File: src/tcm_pkg.sv
/*
  constants, field layout and state carrier of one 16-bit timer channel
  with capture and waveform modes, reached over an APB slave port.
  assumes a single 50 MHz master clock and an async active-high reset.
*/
package tcm_pkg;
  // ==========================================================
  // register offsets (byte addresses)
  localparam logic [7:0] OFS_CHANNEL_CONTROL = 8'h00;
  localparam logic [7:0] OFS_CHANNEL_MODE = 8'h04;
  localparam logic [7:0] OFS_COUNTER_VALUE = 8'h10;
  localparam logic [7:0] OFS_CAPTURE_COMPARE_A = 8'h14;
  localparam logic [7:0] OFS_CAPTURE_COMPARE_B = 8'h18;
  localparam logic [7:0] OFS_PERIOD_COMPARE_C = 8'h1c;
  localparam logic [7:0] OFS_CHANNEL_STATUS = 8'h20;
  localparam logic [31:0] RST_CHANNEL_MODE = 32'h0000_0000;
  localparam logic [15:0] RST_COUNT = 16'h0000;
  localparam logic [15:0] COUNT_MAX = 16'hffff;
  // ==========================================================
  // channel_mode field positions for both modes; from bit 6 up some positions mean a different field in each mode
  localparam int F_CLOCK_SELECT = 0;
  localparam int F_CLOCK_EDGE_INVERT = 3;
  localparam int F_CLOCK_GATE_SELECT = 4;
  localparam int F_STOP_BIT = 6;      // b load stop / c match stop
  localparam int F_DISABLE_BIT = 7;   // b load disable / c match disable
  localparam int F_EDGE_SELECT = 8;   // trigger edge / event edge
  localparam int F_TRIGGER_LINE_SELECT = 10;
  localparam int F_EVENT_LINE_SELECT = 10;
  localparam int F_EVENT_TRIGGER_ENABLE = 12;
  localparam int F_COMPARE_C_TRIGGER_ENABLE = 14;
  localparam int F_CAPTURE_OR_PULSE_MODE = 15;
  localparam int F_A_LOAD_EDGE_SELECT = 16;
  localparam int F_B_LOAD_EDGE_SELECT = 18;
  localparam int F_OUT_A_ON_COMPARE_A = 16;
  localparam int F_OUT_A_ON_COMPARE_C = 18;
  localparam int F_OUT_A_ON_EVENT = 20;
  localparam int F_OUT_A_ON_SOFT_TRIGGER = 22;
  localparam int F_OUT_B_ON_COMPARE_B = 24;
  localparam int F_OUT_B_ON_COMPARE_C = 26;
  localparam int F_OUT_B_ON_EVENT = 28;
  localparam int F_OUT_B_ON_SOFT_TRIGGER = 30;
  // channel_control command bits
  localparam int C_CLOCK_ENABLE = 0;
  localparam int C_CLOCK_DISABLE = 1;
  localparam int C_SOFT_TRIGGER = 2;
  // channel_status bits
  localparam int S_OVERFLOW = 0;
  localparam int S_LOAD_OVERRUN = 1;
  localparam int S_COMPARE_A = 2;
  localparam int S_COMPARE_B = 3;
  localparam int S_COMPARE_C = 4;
  localparam int S_LOAD_A = 5;
  localparam int S_LOAD_B = 6;
  localparam int S_EXT_TRIGGER = 7;
  localparam int S_CLOCK_ENABLED = 16;
  localparam int S_MIRROR_A = 17;
  localparam int S_MIRROR_B = 18;
  localparam int STICKY_W = 8;
  // ==========================================================
  // clock sources: prescaler bit per divided rate
  localparam int DIV2_BIT = 0;
  localparam int DIV8_BIT = 2;
  localparam int DIV32_BIT = 4;
  localparam int DIV128_BIT = 6;
  localparam int DIV1024_BIT = 9;
  localparam int PRESCALE_W = 10;
  localparam logic [2:0] SEL_DIV2 = 3'h0;
  localparam logic [2:0] SEL_DIV8 = 3'h1;
  localparam logic [2:0] SEL_DIV32 = 3'h2;
  localparam logic [2:0] SEL_DIV128 = 3'h3;
  localparam logic [2:0] SEL_DIV1024 = 3'h4;
  localparam logic [2:0] SEL_EXT0 = 3'h5;
  localparam logic [2:0] SEL_EXT1 = 3'h6;
  // edge and output action encodings
  localparam logic [1:0] EDGE_NONE = 2'h0;
  localparam logic [1:0] EDGE_RISE = 2'h1;
  localparam logic [1:0] EDGE_FALL = 2'h2;
  localparam logic [1:0] ACT_NONE = 2'h0;
  localparam logic [1:0] ACT_SET = 2'h1;
  localparam logic [1:0] ACT_CLEAR = 2'h2;
  // synchroniser slots: three ext clock lines then the two io lines
  localparam int SY_IO_A = 3;
  localparam int SY_IO_B = 4;
  localparam int SY_W = 5;

  typedef struct packed {
    logic [SY_W-1:0] sync1;
    logic [SY_W-1:0] sync2;
    logic [SY_W-1:0] prev;
    logic [PRESCALE_W-1:0] presc;
    logic clk_lvl_prev;
    logic [31:0] channel_mode;
    logic [15:0] count;
    logic [15:0] cc_a;
    logic [15:0] cc_b;
    logic [15:0] pc_c;
    logic clk_en;
    logic clk_run;
    logic [STICKY_W-1:0] sticky;
    logic a_unread;
    logic b_unread;
    logic io_a;
    logic io_b;
    logic io_a_oe;
    logic io_b_oe;
    logic [31:0] prdata;
    logic pready;
    logic pslverr;
  } tcm_state_t;
endpackage

File: src/tcm_channel.sv
/*
  one 16-bit timer/counter channel: clock select and gating, capture of
  the counter on io line a edges, waveform generation on io lines a/b,
  and an APB register slave.
  assumes APB on the same clock; io and ext clock pins are asynchronous.
*/
// Implementation choice: the APB slave port.
// Operation
// - clock from master/2,/8,/32,/128,/1024 or ext lines; optional AND gating.
// - edge invert chooses rising or falling edge of selected clock.
// - capture mode, b load stops the counter clock when enabled.
// - capture mode, b load disables the counter clock when enabled.
// - capture trigger edge: none, rising, falling or each.
// - capture trigger line is io b when 0, io a when 1.
// - compare c match resets counter and starts clock when enabled.
// - mode bit selects capture (0) or waveform (1) operation.
// - register a loads counter on selected edge of io a.
// - register b loads counter on selected edge of io a.
// - waveform mode, compare c match stops the clock when enabled.
// - waveform mode, compare c match disables the clock when enabled.
// - waveform event edge: none, rising, falling or each.
// - event line is io b or ext lines; io b then becomes input.
// - enabled event resets counter and starts clock; else only outputs.
// - four events set, clear or toggle io a.
// - four events set, clear or toggle io b.
// - counter value reads live 16-bit count, read-only, resets zero.
// - register a writable only in waveform mode.
// - same-cycle output events: software, event, compare c, compare a/b.
// - software trigger resets counter and starts clock.
// - overflow flag sticky until status read.
module tcm_channel
  import tcm_pkg::*;
(
  input wire logic MCLK,
  input wire logic RESET,
  input wire logic PSEL,
  input wire logic PENABLE,
  input wire logic PWRITE,
  input wire logic [7:0] PADDR,
  input wire logic [31:0] PWDATA,
  output logic [31:0] PRDATA,
  output logic PREADY,
  output logic PSLVERR,
  input wire logic EXT_CLOCK_LINE_0,
  input wire logic EXT_CLOCK_LINE_1,
  input wire logic EXT_CLOCK_LINE_2,
  input wire logic CHAN_IO_A_IN,
  output logic CHAN_IO_A_OUT,
  output logic CHAN_IO_A_OE,
  input wire logic CHAN_IO_B_IN,
  output logic CHAN_IO_B_OUT,
  output logic CHAN_IO_B_OE
);

  // ==========================================================
  // helpers
  // two-bit field of the mode register
  function automatic logic [1:0] fld2(input logic [31:0] v, input int p);
    return v[p +: 2];
  endfunction
  // edge selector: none, rising, falling, each
  function automatic logic edge_hit(input logic [1:0] sel, input logic r, input logic f);
    logic hit;
    hit = 1'b0;
    if (sel == EDGE_RISE) begin
      hit = r;
    end else if (sel == EDGE_FALL) begin
      hit = f;
    end else if (sel != EDGE_NONE) begin
      hit = r | f;
    end
    return hit;
  endfunction
  // highest-priority event that carries an action wins
  function automatic logic [1:0] pick(input logic sw, input logic [1:0] a_sw,
                                      input logic ev, input logic [1:0] a_ev,
                                      input logic mc, input logic [1:0] a_c,
                                      input logic mab, input logic [1:0] a_ab);
    logic [1:0] act;
    act = ACT_NONE;
    if (sw && a_sw != ACT_NONE) begin
      act = a_sw;
    end else if (ev && a_ev != ACT_NONE) begin
      act = a_ev;
    end else if (mc && a_c != ACT_NONE) begin
      act = a_c;
    end else if (mab) begin
      act = a_ab;
    end
    return act;
  endfunction
  function automatic logic apply_act(input logic lvl, input logic [1:0] act);
    logic o;
    case (act)
      ACT_NONE: o = lvl;
      ACT_SET: o = 1'b1;
      ACT_CLEAR: o = 1'b0;
      default: o = ~lvl;
    endcase
    return o;
  endfunction

  // ==========================================================
  // state
  tcm_state_t s_r;
  tcm_state_t s_nxt;
  logic [31:0] cm;
  logic wave;
  logic [2:0] xc;
  logic [SY_W-1:0] rise;
  logic [SY_W-1:0] fall;
  logic [2:0] clk_sel;
  logic [1:0] gate_sel;
  logic clk_lvl;
  logic tick;
  logic run_tick;
  logic apb_setup;
  logic apb_access;
  logic apb_wr;
  logic [7:0] wa;
  logic sw_trg;
  logic cap_trg;
  logic ev_line_r;
  logic ev_line_f;
  logic ev_hit;
  logic ev_trg;
  logic match_a;
  logic match_b;
  logic match_c;
  logic load_a;
  logic load_b;
  logic io_b_is_out;

  // ==========================================================
  // event decode
  assign cm = s_r.channel_mode;
  assign wave = cm[F_CAPTURE_OR_PULSE_MODE];
  assign xc = s_r.sync2[2:0];
  assign rise = s_r.sync2 & ~s_r.prev;
  assign fall = ~s_r.sync2 & s_r.prev;
  assign clk_sel = cm[F_CLOCK_SELECT +: 3];
  assign gate_sel = fld2(cm, F_CLOCK_GATE_SELECT);

  // selected clock level, gated by an ext line when asked
  always_comb begin
    if (clk_sel == SEL_DIV2) begin
      clk_lvl = s_r.presc[DIV2_BIT];
    end else if (clk_sel == SEL_DIV8) begin
      clk_lvl = s_r.presc[DIV8_BIT];
    end else if (clk_sel == SEL_DIV32) begin
      clk_lvl = s_r.presc[DIV32_BIT];
    end else if (clk_sel == SEL_DIV128) begin
      clk_lvl = s_r.presc[DIV128_BIT];
    end else if (clk_sel == SEL_DIV1024) begin
      clk_lvl = s_r.presc[DIV1024_BIT];
    end else if (clk_sel == SEL_EXT0) begin
      clk_lvl = xc[0];
    end else if (clk_sel == SEL_EXT1) begin
      clk_lvl = xc[1];
    end else begin
      clk_lvl = xc[2];
    end
    if (gate_sel != 2'h0) begin
      clk_lvl = clk_lvl & xc[gate_sel - 2'h1];
    end
  end

  // count edge of the selected clock, sampled on the master clock
  assign tick = cm[F_CLOCK_EDGE_INVERT] ? (s_r.clk_lvl_prev & ~clk_lvl)
                                        : (~s_r.clk_lvl_prev & clk_lvl);
  assign run_tick = tick & s_r.clk_en & s_r.clk_run;

  // bus phases; writes commit on the access edge only
  assign apb_setup = PSEL & ~PENABLE;
  assign apb_access = PSEL & PENABLE & s_r.pready;
  assign apb_wr = apb_access & PWRITE;
  assign wa = PADDR;
  assign sw_trg = apb_wr && wa == OFS_CHANNEL_CONTROL && PWDATA[C_SOFT_TRIGGER];

  // capture trigger on io a or io b
  assign cap_trg = ~wave & (cm[F_TRIGGER_LINE_SELECT]
    ? edge_hit(fld2(cm, F_EDGE_SELECT), rise[SY_IO_A], fall[SY_IO_A])
    : edge_hit(fld2(cm, F_EDGE_SELECT), rise[SY_IO_B], fall[SY_IO_B]));

  // waveform external event: io b or one of the ext lines
  always_comb begin
    if (fld2(cm, F_EVENT_LINE_SELECT) == 2'h0) begin
      ev_line_r = rise[SY_IO_B];
      ev_line_f = fall[SY_IO_B];
    end else begin
      ev_line_r = rise[fld2(cm, F_EVENT_LINE_SELECT) - 2'h1];
      ev_line_f = fall[fld2(cm, F_EVENT_LINE_SELECT) - 2'h1];
    end
  end
  assign ev_hit = wave & edge_hit(fld2(cm, F_EDGE_SELECT), ev_line_r, ev_line_f);
  assign ev_trg = ev_hit & cm[F_EVENT_TRIGGER_ENABLE];
  assign io_b_is_out = wave && fld2(cm, F_EVENT_LINE_SELECT) != 2'h0;

  // compares fire on a counting edge while the count equals the register
  assign match_c = run_tick && s_r.count == s_r.pc_c;
  assign match_a = wave && run_tick && s_r.count == s_r.cc_a;
  assign match_b = wave && run_tick && s_r.count == s_r.cc_b;
  assign load_a = ~wave & edge_hit(fld2(cm, F_A_LOAD_EDGE_SELECT),
                                   rise[SY_IO_A], fall[SY_IO_A]);
  assign load_b = ~wave & edge_hit(fld2(cm, F_B_LOAD_EDGE_SELECT),
                                   rise[SY_IO_A], fall[SY_IO_A]);

  // ==========================================================
  // next state
  always_comb begin
    s_nxt = s_r;
    // pins pass two flops; prev only sees the settled copy
    s_nxt.sync1 = {CHAN_IO_B_IN, CHAN_IO_A_IN, EXT_CLOCK_LINE_2, EXT_CLOCK_LINE_1,
                   EXT_CLOCK_LINE_0};
    s_nxt.sync2 = s_r.sync1;
    s_nxt.prev = s_r.sync2;
    s_nxt.presc = PRESCALE_W'(s_r.presc + 1'b1);
    s_nxt.clk_lvl_prev = clk_lvl;
    // status read clears the bits it reported first, so a set below wins
    if (apb_access && !PWRITE && wa == OFS_CHANNEL_STATUS) begin
      s_nxt.sticky = s_r.sticky & ~s_r.prdata[STICKY_W-1:0];
    end

    // counter: any trigger restarts from zero, else count and wrap
    if (sw_trg || cap_trg || ev_trg || (match_c && cm[F_COMPARE_C_TRIGGER_ENABLE])) begin
      s_nxt.count = RST_COUNT;
      s_nxt.clk_run = 1'b1;
    end else if (run_tick) begin
      s_nxt.count = 16'(s_r.count + 1'b1);
      if (s_r.count == COUNT_MAX) begin
        s_nxt.sticky[S_OVERFLOW] = 1'b1;
      end
    end

    // stop and disable have the last word over a trigger
    if (wave && match_c && cm[F_STOP_BIT]) begin
      s_nxt.clk_run = 1'b0;
    end
    if (wave && match_c && cm[F_DISABLE_BIT]) begin
      s_nxt.clk_en = 1'b0;
    end
    if (load_b && cm[F_STOP_BIT]) begin
      s_nxt.clk_run = 1'b0;
    end
    if (load_b && cm[F_DISABLE_BIT]) begin
      s_nxt.clk_en = 1'b0;
    end

    // capture loads; a second load before a read is an overrun
    if (load_a) begin
      s_nxt.cc_a = s_r.count;
      s_nxt.a_unread = 1'b1;
      s_nxt.sticky[S_LOAD_A] = 1'b1;
      if (s_r.a_unread) begin
        s_nxt.sticky[S_LOAD_OVERRUN] = 1'b1;
      end
    end
    if (load_b) begin
      s_nxt.cc_b = s_r.count;
      s_nxt.b_unread = 1'b1;
      s_nxt.sticky[S_LOAD_B] = 1'b1;
      if (s_r.b_unread) begin
        s_nxt.sticky[S_LOAD_OVERRUN] = 1'b1;
      end
    end

    // waveform outputs; capture mode leaves both lines undriven
    s_nxt.io_a_oe = wave;
    s_nxt.io_b_oe = io_b_is_out;
    if (wave) begin
      s_nxt.io_a = apply_act(s_r.io_a,
        pick(sw_trg, fld2(cm, F_OUT_A_ON_SOFT_TRIGGER), ev_hit,
             fld2(cm, F_OUT_A_ON_EVENT), match_c, fld2(cm, F_OUT_A_ON_COMPARE_C),
             match_a, fld2(cm, F_OUT_A_ON_COMPARE_A)));
    end
    if (io_b_is_out) begin
      s_nxt.io_b = apply_act(s_r.io_b,
        pick(sw_trg, fld2(cm, F_OUT_B_ON_SOFT_TRIGGER), ev_hit,
             fld2(cm, F_OUT_B_ON_EVENT), match_c, fld2(cm, F_OUT_B_ON_COMPARE_C),
             match_b, fld2(cm, F_OUT_B_ON_COMPARE_B)));
    end

    // a read of register a or b clears its unread mark; a new load wins
    if (apb_access && !PWRITE && wa == OFS_CAPTURE_COMPARE_A && !load_a) begin
      s_nxt.a_unread = 1'b0;
    end
    if (apb_access && !PWRITE && wa == OFS_CAPTURE_COMPARE_B && !load_b) begin
      s_nxt.b_unread = 1'b0;
    end
    if (match_a) begin
      s_nxt.sticky[S_COMPARE_A] = 1'b1;
    end
    if (match_b) begin
      s_nxt.sticky[S_COMPARE_B] = 1'b1;
    end
    if (match_c) begin
      s_nxt.sticky[S_COMPARE_C] = 1'b1;
    end
    if (cap_trg || ev_hit) begin
      s_nxt.sticky[S_EXT_TRIGGER] = 1'b1;
    end

    // register writes
    if (apb_wr) begin
      if (wa == OFS_CHANNEL_CONTROL) begin
        if (PWDATA[C_CLOCK_DISABLE]) begin
          s_nxt.clk_en = 1'b0;
        end else if (PWDATA[C_CLOCK_ENABLE]) begin
          s_nxt.clk_en = 1'b1;
        end
      end else if (wa == OFS_CHANNEL_MODE) begin
        s_nxt.channel_mode = PWDATA;
      end else if (wa == OFS_CAPTURE_COMPARE_A && wave) begin
        s_nxt.cc_a = PWDATA[15:0];
      end else if (wa == OFS_CAPTURE_COMPARE_B && wave) begin
        s_nxt.cc_b = PWDATA[15:0];
      end else if (wa == OFS_PERIOD_COMPARE_C) begin
        s_nxt.pc_c = PWDATA[15:0];
      end
    end

    // setup phase prepares the answer; access phase releases it
    s_nxt.pready = apb_setup;
    if (apb_setup) begin
      s_nxt.prdata = 32'h0000_0000;
      s_nxt.pslverr = 1'b0;
      if (PADDR == OFS_CHANNEL_MODE) begin
        s_nxt.prdata = cm;
      end else if (PADDR == OFS_COUNTER_VALUE) begin
        s_nxt.prdata[15:0] = s_r.count;
      end else if (PADDR == OFS_CAPTURE_COMPARE_A) begin
        s_nxt.prdata[15:0] = s_r.cc_a;
      end else if (PADDR == OFS_CAPTURE_COMPARE_B) begin
        s_nxt.prdata[15:0] = s_r.cc_b;
      end else if (PADDR == OFS_PERIOD_COMPARE_C) begin
        s_nxt.prdata[15:0] = s_r.pc_c;
      end else if (PADDR == OFS_CHANNEL_STATUS) begin
        s_nxt.prdata[STICKY_W-1:0] = s_r.sticky;
        s_nxt.prdata[S_CLOCK_ENABLED] = s_r.clk_en;
        s_nxt.prdata[S_MIRROR_A] = wave ? s_r.io_a : s_r.sync2[SY_IO_A];
        s_nxt.prdata[S_MIRROR_B] = io_b_is_out ? s_r.io_b : s_r.sync2[SY_IO_B];
      end else if (PADDR != OFS_CHANNEL_CONTROL) begin
        s_nxt.pslverr = 1'b1; // unmapped: error; control is write-only and reads zero
      end
    end else if (apb_access) begin
      s_nxt.prdata = 32'h0000_0000;
      s_nxt.pslverr = 1'b0;
    end
  end

  // ==========================================================
  // the only clocked process
  always_ff @(posedge MCLK or posedge RESET) begin
    if (RESET) begin
      s_r <= '0;
    end else begin
      s_r <= s_nxt;
    end
  end

  // outputs straight from the state flops
  assign PRDATA = s_r.prdata;
  assign PREADY = s_r.pready;
  assign PSLVERR = s_r.pslverr;
  assign CHAN_IO_A_OUT = s_r.io_a;
  assign CHAN_IO_A_OE = s_r.io_a_oe;
  assign CHAN_IO_B_OUT = s_r.io_b;
  assign CHAN_IO_B_OE = s_r.io_b_oe;

endmodule

File: config.mk
export PLATFORM = sky130hd
export DESIGN_NAME = tcm_channel
export DESIGN_NICKNAME = d
export VERILOG_FILES = /design/src/tcm_pkg.sv /design/src/tcm_channel.sv
export SDC_FILE = /design/constraint.sdc
export NUM_CORES = 1
export LEC_CHECK = 0
export BUFFER_PORTS_ARGS = -buffer_cell sky130_fd_sc_hd__buf_2
export CAP_MARGIN = 20
export CORE_UTILIZATION = 60
export DETAILED_ROUTE_END_ITERATION = 6
export PLACE_DENSITY = 0.81
export SKIP_CTS_REPAIR_TIMING = 1
export SLEW_MARGIN = 10
export SYNTH_ARGS = -nofsm -noshare
export SYNTH_HDL_FRONTEND = slang
export SYNTH_SLANG_ARGS = --single-unit
File: constraint.sdc
create_clock -name MCLK -period 6.7 [get_ports MCLK]
set_input_delay 0.67 -clock MCLK [delete_from_list [all_inputs] [get_ports MCLK]]
set_output_delay 0.67 -clock MCLK [all_outputs]
set_load 0.05 [all_outputs]
==> flow_metrics.env, run 1 <==
export IMPL_outcome="complete, but fails checks"
export IMPL_failed_checks="design-rule violations"
export IMPL_yosysSeqAreaShare=0.475
export IMPL_drt_iter0_drc=894
export IMPL_synth_compound_area_frac=0.150
export IMPL_clk_latency_ps=440
export IMPL_cts_root_buffer="clkbuf_16"
export IMPL_ys_flop_type="dfrtp_1"
export IMPL_worst_pin_slew_ps=983
export IMPL_hold_end="s_nxt[163]"
export IMPL_r2r_slack_ps=2950
export IMPL_hold_depth=1
export IMPL_die_area_um2=15600
export IMPL_core_um2=14600
export IMPL_layout_commonest_cell="dfrtp_1"
export IMPL_max_freq_mhz=266
export IMPL_synth_cell_type_count=68
export IMPL_first_global_vias=6826
export IMPL_cts_sinks=172
export IMPL_post_dp_cell_area_um2=9320
export IMPL_power_frac_clock=0.370
export IMPL_cts_clk_slew_worst_paths_ps=70
export IMPL_ir_drop_mv=0.182
export IMPL_maxCapViolCount=0
export IMPL_gp_congestion=0.973
export IMPL_syn_nets=943
export IMPL_min_from="EXT_CLOCK_LINE_1"
export IMPL_pin_count=88
export IMPL_dieWidth_um=125
export IMPL_clockBufferDepth=2
export IMPL_final_nets=968
export IMPL_cp_required_ps=7030
export IMPL_diodes=0
export IMPL_rsz0062_at_grt="false"
export IMPL_seqPwrFrac=0.465
export IMPL_post_drt_wl_per_cell_um=21.2
export IMPL_slew_viol_final=0
export IMPL_pwr_share_comb=0.166
export IMPL_grt_max_degree=110
export IMPL_drive_gt1_frac=0.202
export IMPL_p_per_area_nw_per_um2=279
export IMPL_mostFrequentLayoutCells="dfrtp_1 (172), nand2_1 (88), buf_2 (87)"
export IMPL_fin_area_um2=9940
export IMPL_grt_pass1_wl_mm=37.5
export IMPL_first_pass_iters=7
export IMPL_dp_hpwl_mm=16.4
export IMPL_rows=44
export IMPL_cts_buffers_inserted=17
export IMPL_yosys_warnings=0
export IMPL_htree_levels=4
export IMPL_rr_endpoint="CHAN_IO_B_OUT"
export IMPL_cts_tree="yes"
export IMPL_startpoint_type="flop"
export IMPL_vias=7072
export IMPL_r2r_start="cm[4]"
export IMPL_worstPathArrival_ps=4090
export IMPL_synth_fa_ha_area_frac=0.0166
export IMPL_crit_type="flop to flop"
export IMPL_area_growth_syn_to_layout_pct=9.68
export IMPL_worst_r2r_cell_count=12
export IMPL_synthCells=881
export IMPL_final_core_util=0.679
export IMPL_setup_violations=0
export IMPL_grt_usage=0.314
export IMPL_drc=18
export IMPL_fin_skew_ps=7.69
export IMPL_synthMuxAreaShare=0.111
export IMPL_synth_top_family_by_area="compound AO/OA/AOI/OAI gates"
export IMPL_synth_xor_area_share=0.0628
export IMPL_grt_antenna_before_repair=0
export IMPL_ys_ff_latch=172
export IMPL_hold_ws_ps=330
export IMPL_hold_viol=0
export IMPL_hold_class="primary input to flop"
export IMPL_port_buffers=87
export IMPL_p_switching_mw=0.853
export IMPL_drt_total_wl_mm=23.4
export IMPL_synthArstFlopShare=1.00
export IMPL_tns_ps=0
export IMPL_die_y_um=125
export IMPL_power_mw=2.78
export IMPL_synth_edf_count=0
export IMPL_period_minus_slack_ps=3750
export IMPL_power_leakage_nw=4.44
export IMPL_syn_avg_cell_area_um2=10.3
export IMPL_p_int_mw=1.92
export IMPL_path_max_fanout=15
export IMPL_crit_path_end_kind="flop"
export IMPL_min_period_over_period=0.560
export IMPL_synth_simple_area_share=0.121
export IMPL_ant_nets=0
export IMPL_netlist_area_um2=9060
export IMPL_drt_vias_per_instance=6.41
export IMPL_grt_overflow=0
export IMPL_power_switching_share=0.307
export IMPL_relSlewSlack=0.342
export IMPL_initial_core_util=0.619
==> cells by family (layout without fill, tap and decap cells) <==
family | count (synthesis) | after routing
AND/OR/NAND/NOR | 224 | 224
buffers and inverters | 112 | 150
multiplexers | 92 | 92
XOR/XNOR | 65 | 65
flip-flops | 172 | 172
AO/OA/AOI/OAI | 204 | 204
adder cells (fa/ha/maj) | 12 | 12
==> per-layer routing <==
metal	global-route usage	up-vias	part of all wire
li1	-	3164	-
met1	0.442	3483	0.44
met2	0.485	365	0.45
met3	0.0644	60	0.084
met4	0.116	0	0.030
met5	0	-	0
==> Yosys cell counts, types with 20 or more instances <==
library cell	number	area share
o21ai_0	62	0.034
mux2_2	44	0.055
xor2_1	26	0.025
clkbuf_1	42	0.017
a21oi_1	42	0.023
a22o_1	20	0.019
buf_4	32	0.027
mux2i_1	44	0.049
xnor2_1	39	0.038
nand2_1	88	0.036
inv_1	24	0.0099
nor2_1	39	0.016
a22oi_1	23	0.019
dfrtp_1	172	0.47
==> worst max-delay path, stage by stage (launching register included) <==
cell      delay, ps
dfrtp_1         400
inv_1            70
ha_1            300
mux2_2          340
a221o_1         430
a21oi_4         440
o211ai_1        190
or3b_2          490
a22o_1          230
ha_1            180
nor3_1          280
mux2i_1         230
nand2_1          60
==> power by group through the flow <==
stage                     Combinational, mW  Clock, mW  Sequential [mW]
after CTS                             0.452       1.03             1.28
after global routing                  0.509       1.07             1.30
after floorplan                       0.403          0             1.19
after global placement                0.436          0             1.30
after detailed placement              0.448          0             1.30
final                                 0.459       1.03             1.29
==> per-stage QoR <==
| stage | setup WS (ps) | instances |
|---|---|---|
| global route | 2810 | 1103 |
| global placement | 2970 | 1070 |
| finish | 2950 | 1103 |
| floorplan | 1370 | 881 |
| detailed placement | 2840 | 1070 |
| CTS | 2980 | 1102 |
==> registers in the layout (all words and copies together) (netlist names) <==
signal,count
PSLVERR,1
s_nxt,10
CHAN_IO_A_OE,1
PREADY,1
CHAN_IO_B_OE,1
cm,32
PRDATA,32
CHAN_IO_B_OUT,1
CHAN_IO_A_OUT,1
s_r,92
==> area by class of cell <==
type                    count  area [µm²]
fillers                  1114        4700
flip-flops and latches    172        4300
multi-input cells         597        4210
repair buffers             94         495
clock buffers              18         429
well taps                 184         230
clock inverters            14         181
inverters                  24        95.1
==> worst max-delay path by stage <==
stage,slack [ps],endpoint,cells past startpoint,from
after floorplan,1370,CHAN_IO_A_OE,1,RESET
after global placement,2970,cm[22],6,PADDR[2]
after detailed placement,2840,cm[20],6,PADDR[2]
after CTS,2980,CHAN_IO_B_OUT,12,cm[4]
after global routing,2810,CHAN_IO_B_OUT,12,cm[4]
final,2950,CHAN_IO_B_OUT,12,cm[4]
No activity file was read; power rests on OpenSTA's default activity.
==> run 2, diff against run 1 <==
--- a/config.mk
+++ b/config.mk
@@ -7,9 +7,9 @@
 export LEC_CHECK = 0
 export BUFFER_PORTS_ARGS = -buffer_cell sky130_fd_sc_hd__buf_2
 export CAP_MARGIN = 20
-export CORE_UTILIZATION = 60
+export CORE_UTILIZATION = 54
 export DETAILED_ROUTE_END_ITERATION = 6
-export PLACE_DENSITY = 0.81
+export PLACE_DENSITY = 0.77
 export SKIP_CTS_REPAIR_TIMING = 1
 export SLEW_MARGIN = 10
 export SYNTH_ARGS = -nofsm -noshare
==> constraint.sdc (replaced) <==
create_clock -name MCLK -period 3.3 [get_ports MCLK]
set_input_delay 0.33 -clock MCLK [delete_from_list [all_inputs] [get_ports MCLK]]
set_output_delay 0.33 -clock MCLK [all_outputs]
set_load 0.05 [all_outputs]
==> run 2 against run 1 <==
The flow now finishes without violations; via count is 2.7% higher; utilization decreased by 3.1 points; register-to-register slack lost 2900 ps; sequential share of layout area shrank 2.1 points; wire length rose by 5.1%; sequential power up 98%; cell count rose by 7.0%; total power rose by 110%; combinational power is 130% higher; global-route usage is 2.2 points lower; largest cell class unchanged; highest routed layer unchanged.
==> flow_metrics.env, run 2 (synthesis gave the netlist of run 1 again) <==
export IMPL_outcome="finished clean"
export IMPL_power_mw=5.76
export IMPL_instances_no_fill=1180
export IMPL_drive_gt1_frac=0.246
export IMPL_grt_antenna_before_repair=0
export IMPL_p_per_area_nw_per_um2=551
export IMPL_ir_drop_mv=0.437
export IMPL_grt_max_degree=60
export IMPL_crit_path_start="cm[5]"
export IMPL_drt_vias_per_instance=6.16
export IMPL_largest_reg_flops=92
export IMPL_power_leakage_nw=4.67
export IMPL_htree_levels=4
export IMPL_cts_sinks=172
export IMPL_cts_buffers_inserted=17
export IMPL_diodes=0
export IMPL_drc=0
export IMPL_grt_usage=0.292
export IMPL_grt_pass1_wl_mm=38.8
export IMPL_maxCapViolCount=0
export IMPL_slowest_delay_ps=450
export IMPL_relSlewSlack=0.376
export IMPL_mostFrequentLayoutCells="dfrtp_1 (171), nand2_1 (88), buf_2 (87)"
export IMPL_worst_r2r_cell_count=12
export IMPL_fin_area_um2=10400
export IMPL_path_cells="inv_2, ha_4, mux2_4, a221o_1, a21oi_4, o211ai_1, or3b_4, a22o_1, ha_2, nor3_4, mux2i_1, nand2_1"
export IMPL_crit_path_end_kind="flop"
export IMPL_dieWidth_um=132
export IMPL_first_pass_iters=6
export IMPL_post_dp_cell_area_um2=9660
export IMPL_cts_root_buffer="clkbuf_16"
export IMPL_post_drt_wl_per_cell_um=20.8
export IMPL_port_buffers=87
export IMPL_drt_iter0_drc=779
export IMPL_die_area_um2=17300
export IMPL_path_max_fanout=5
export IMPL_hold_viol=0
export IMPL_final_nets=1013
export IMPL_setup_violations=0
export IMPL_startpoint_type="flop"
export IMPL_cts_clk_slew_worst_paths_ps=70
export IMPL_rsz0062_at_grt="true"
export IMPL_gp_congestion=0.977
export IMPL_largest_register="s_r"
export IMPL_cp_slowest_cell="or3b_4"
export IMPL_clockBufferDepth=2
export IMPL_r2r_start="cm[5]"
export IMPL_slew_viol_final=0
export IMPL_worstPathArrival_ps=3590
export IMPL_pre_cts_ws_ps=-13.3
export IMPL_hold_class="primary input to asynchronous set/reset pin"
export IMPL_pin_count=88
export IMPL_rows=46
export IMPL_grt_overflow=0
export IMPL_fin_skew_ps=14.4
export IMPL_layout_commonest_cell="dfrtp_1"
export IMPL_place_inst=1137
export IMPL_area_growth_syn_to_layout_pct=15.3
export IMPL_cts_tree="yes"
export IMPL_first_global_vias=6960
export IMPL_clk_latency_ps=440
export IMPL_period_minus_slack_ps=3260
export IMPL_dp_hpwl_mm=17.7
export IMPL_drt_total_wl_mm=24.5
export IMPL_ant_nets=0
export IMPL_crit_type="flop to flop"
export IMPL_initial_core_util=0.562
export IMPL_hold_ws_ps=87.2
export IMPL_cp_required_ps=3630
export IMPL_min_period_over_period=0.988
export IMPL_worst_pin_slew_ps=934
export IMPL_r2r_slack_ps=40
export IMPL_vias=7266
export IMPL_max_freq_mhz=307
export IMPL_core_um2=16100
export IMPL_die_y_um=132
export IMPL_worst_slack_ps=40.0
run 2: changes by cell type in the layout (fill, tap and decap cells not counted), sizes merged:
cell         delta
buf            +40
dlygate4sd3     +5
clkinv          -3
clkinvlp        +2
bufinv          +1
run 2: worst max-delay path, delay by kind of cell, from the launching register on:
kind / cells / cell delay, ps
buffers and inverters: 1 / 60
and+or+nand+nor: 3 / 730
DFF: 1 / 370
AOI/OAI and AO/OA: 4 / 990
adders and majority gates: 2 / 470
muxes: 2 / 520
run 2: path summary, 6_finish.rpt:
kind,end
setup / recovery,CHAN_IO_B_OUT
hold / removal,s_nxt[159]
setup reg to reg,CHAN_IO_B_OUT
hold reg to reg,s_nxt[158]
max in group asynchronous,PRDATA[11]
min in group MCLK,cm[24]
run 2: cell type report:
| type | instances | area [µm²] |
|---|---|---|
| Clock buffer | 18 | 429 |
| Inverter | 24 | 93.8 |
| Fill cell | 1298 | 5670 |
| Clock inverter | 14 | 204 |
| Sequential cell | 172 | 4310 |
| Timing Repair Buffer | 139 | 880 |
| Multi-Input combinational cell | 597 | 4260 |
| Tap cell | 216 | 270 |
run 2: stage by stage:
step                      TNS, ps   util
final                           0  0.648
after global routing         -149  0.648
after CTS                   -60.4  0.639
after detailed placement    -13.3  0.599
after global placement          0  0.599
after floorplan                 0      -
run 2: power breakdown:
part	total [mW]	switching [mW]	internal, mW
Combinational	1.04	0.573	0.466
Clock	2.16	0.880	1.28
Sequential	2.55	0.277	2.28
Total	5.76	1.73	4.03
run 2: metal layers:
metal  share of wire  up-vias  track usage
met4           0.029        0        0.118
met1            0.45     3589        0.422
met3           0.084       45       0.0613
li1                -     3268            -
met2            0.44      364        0.427
met5               0        -            0
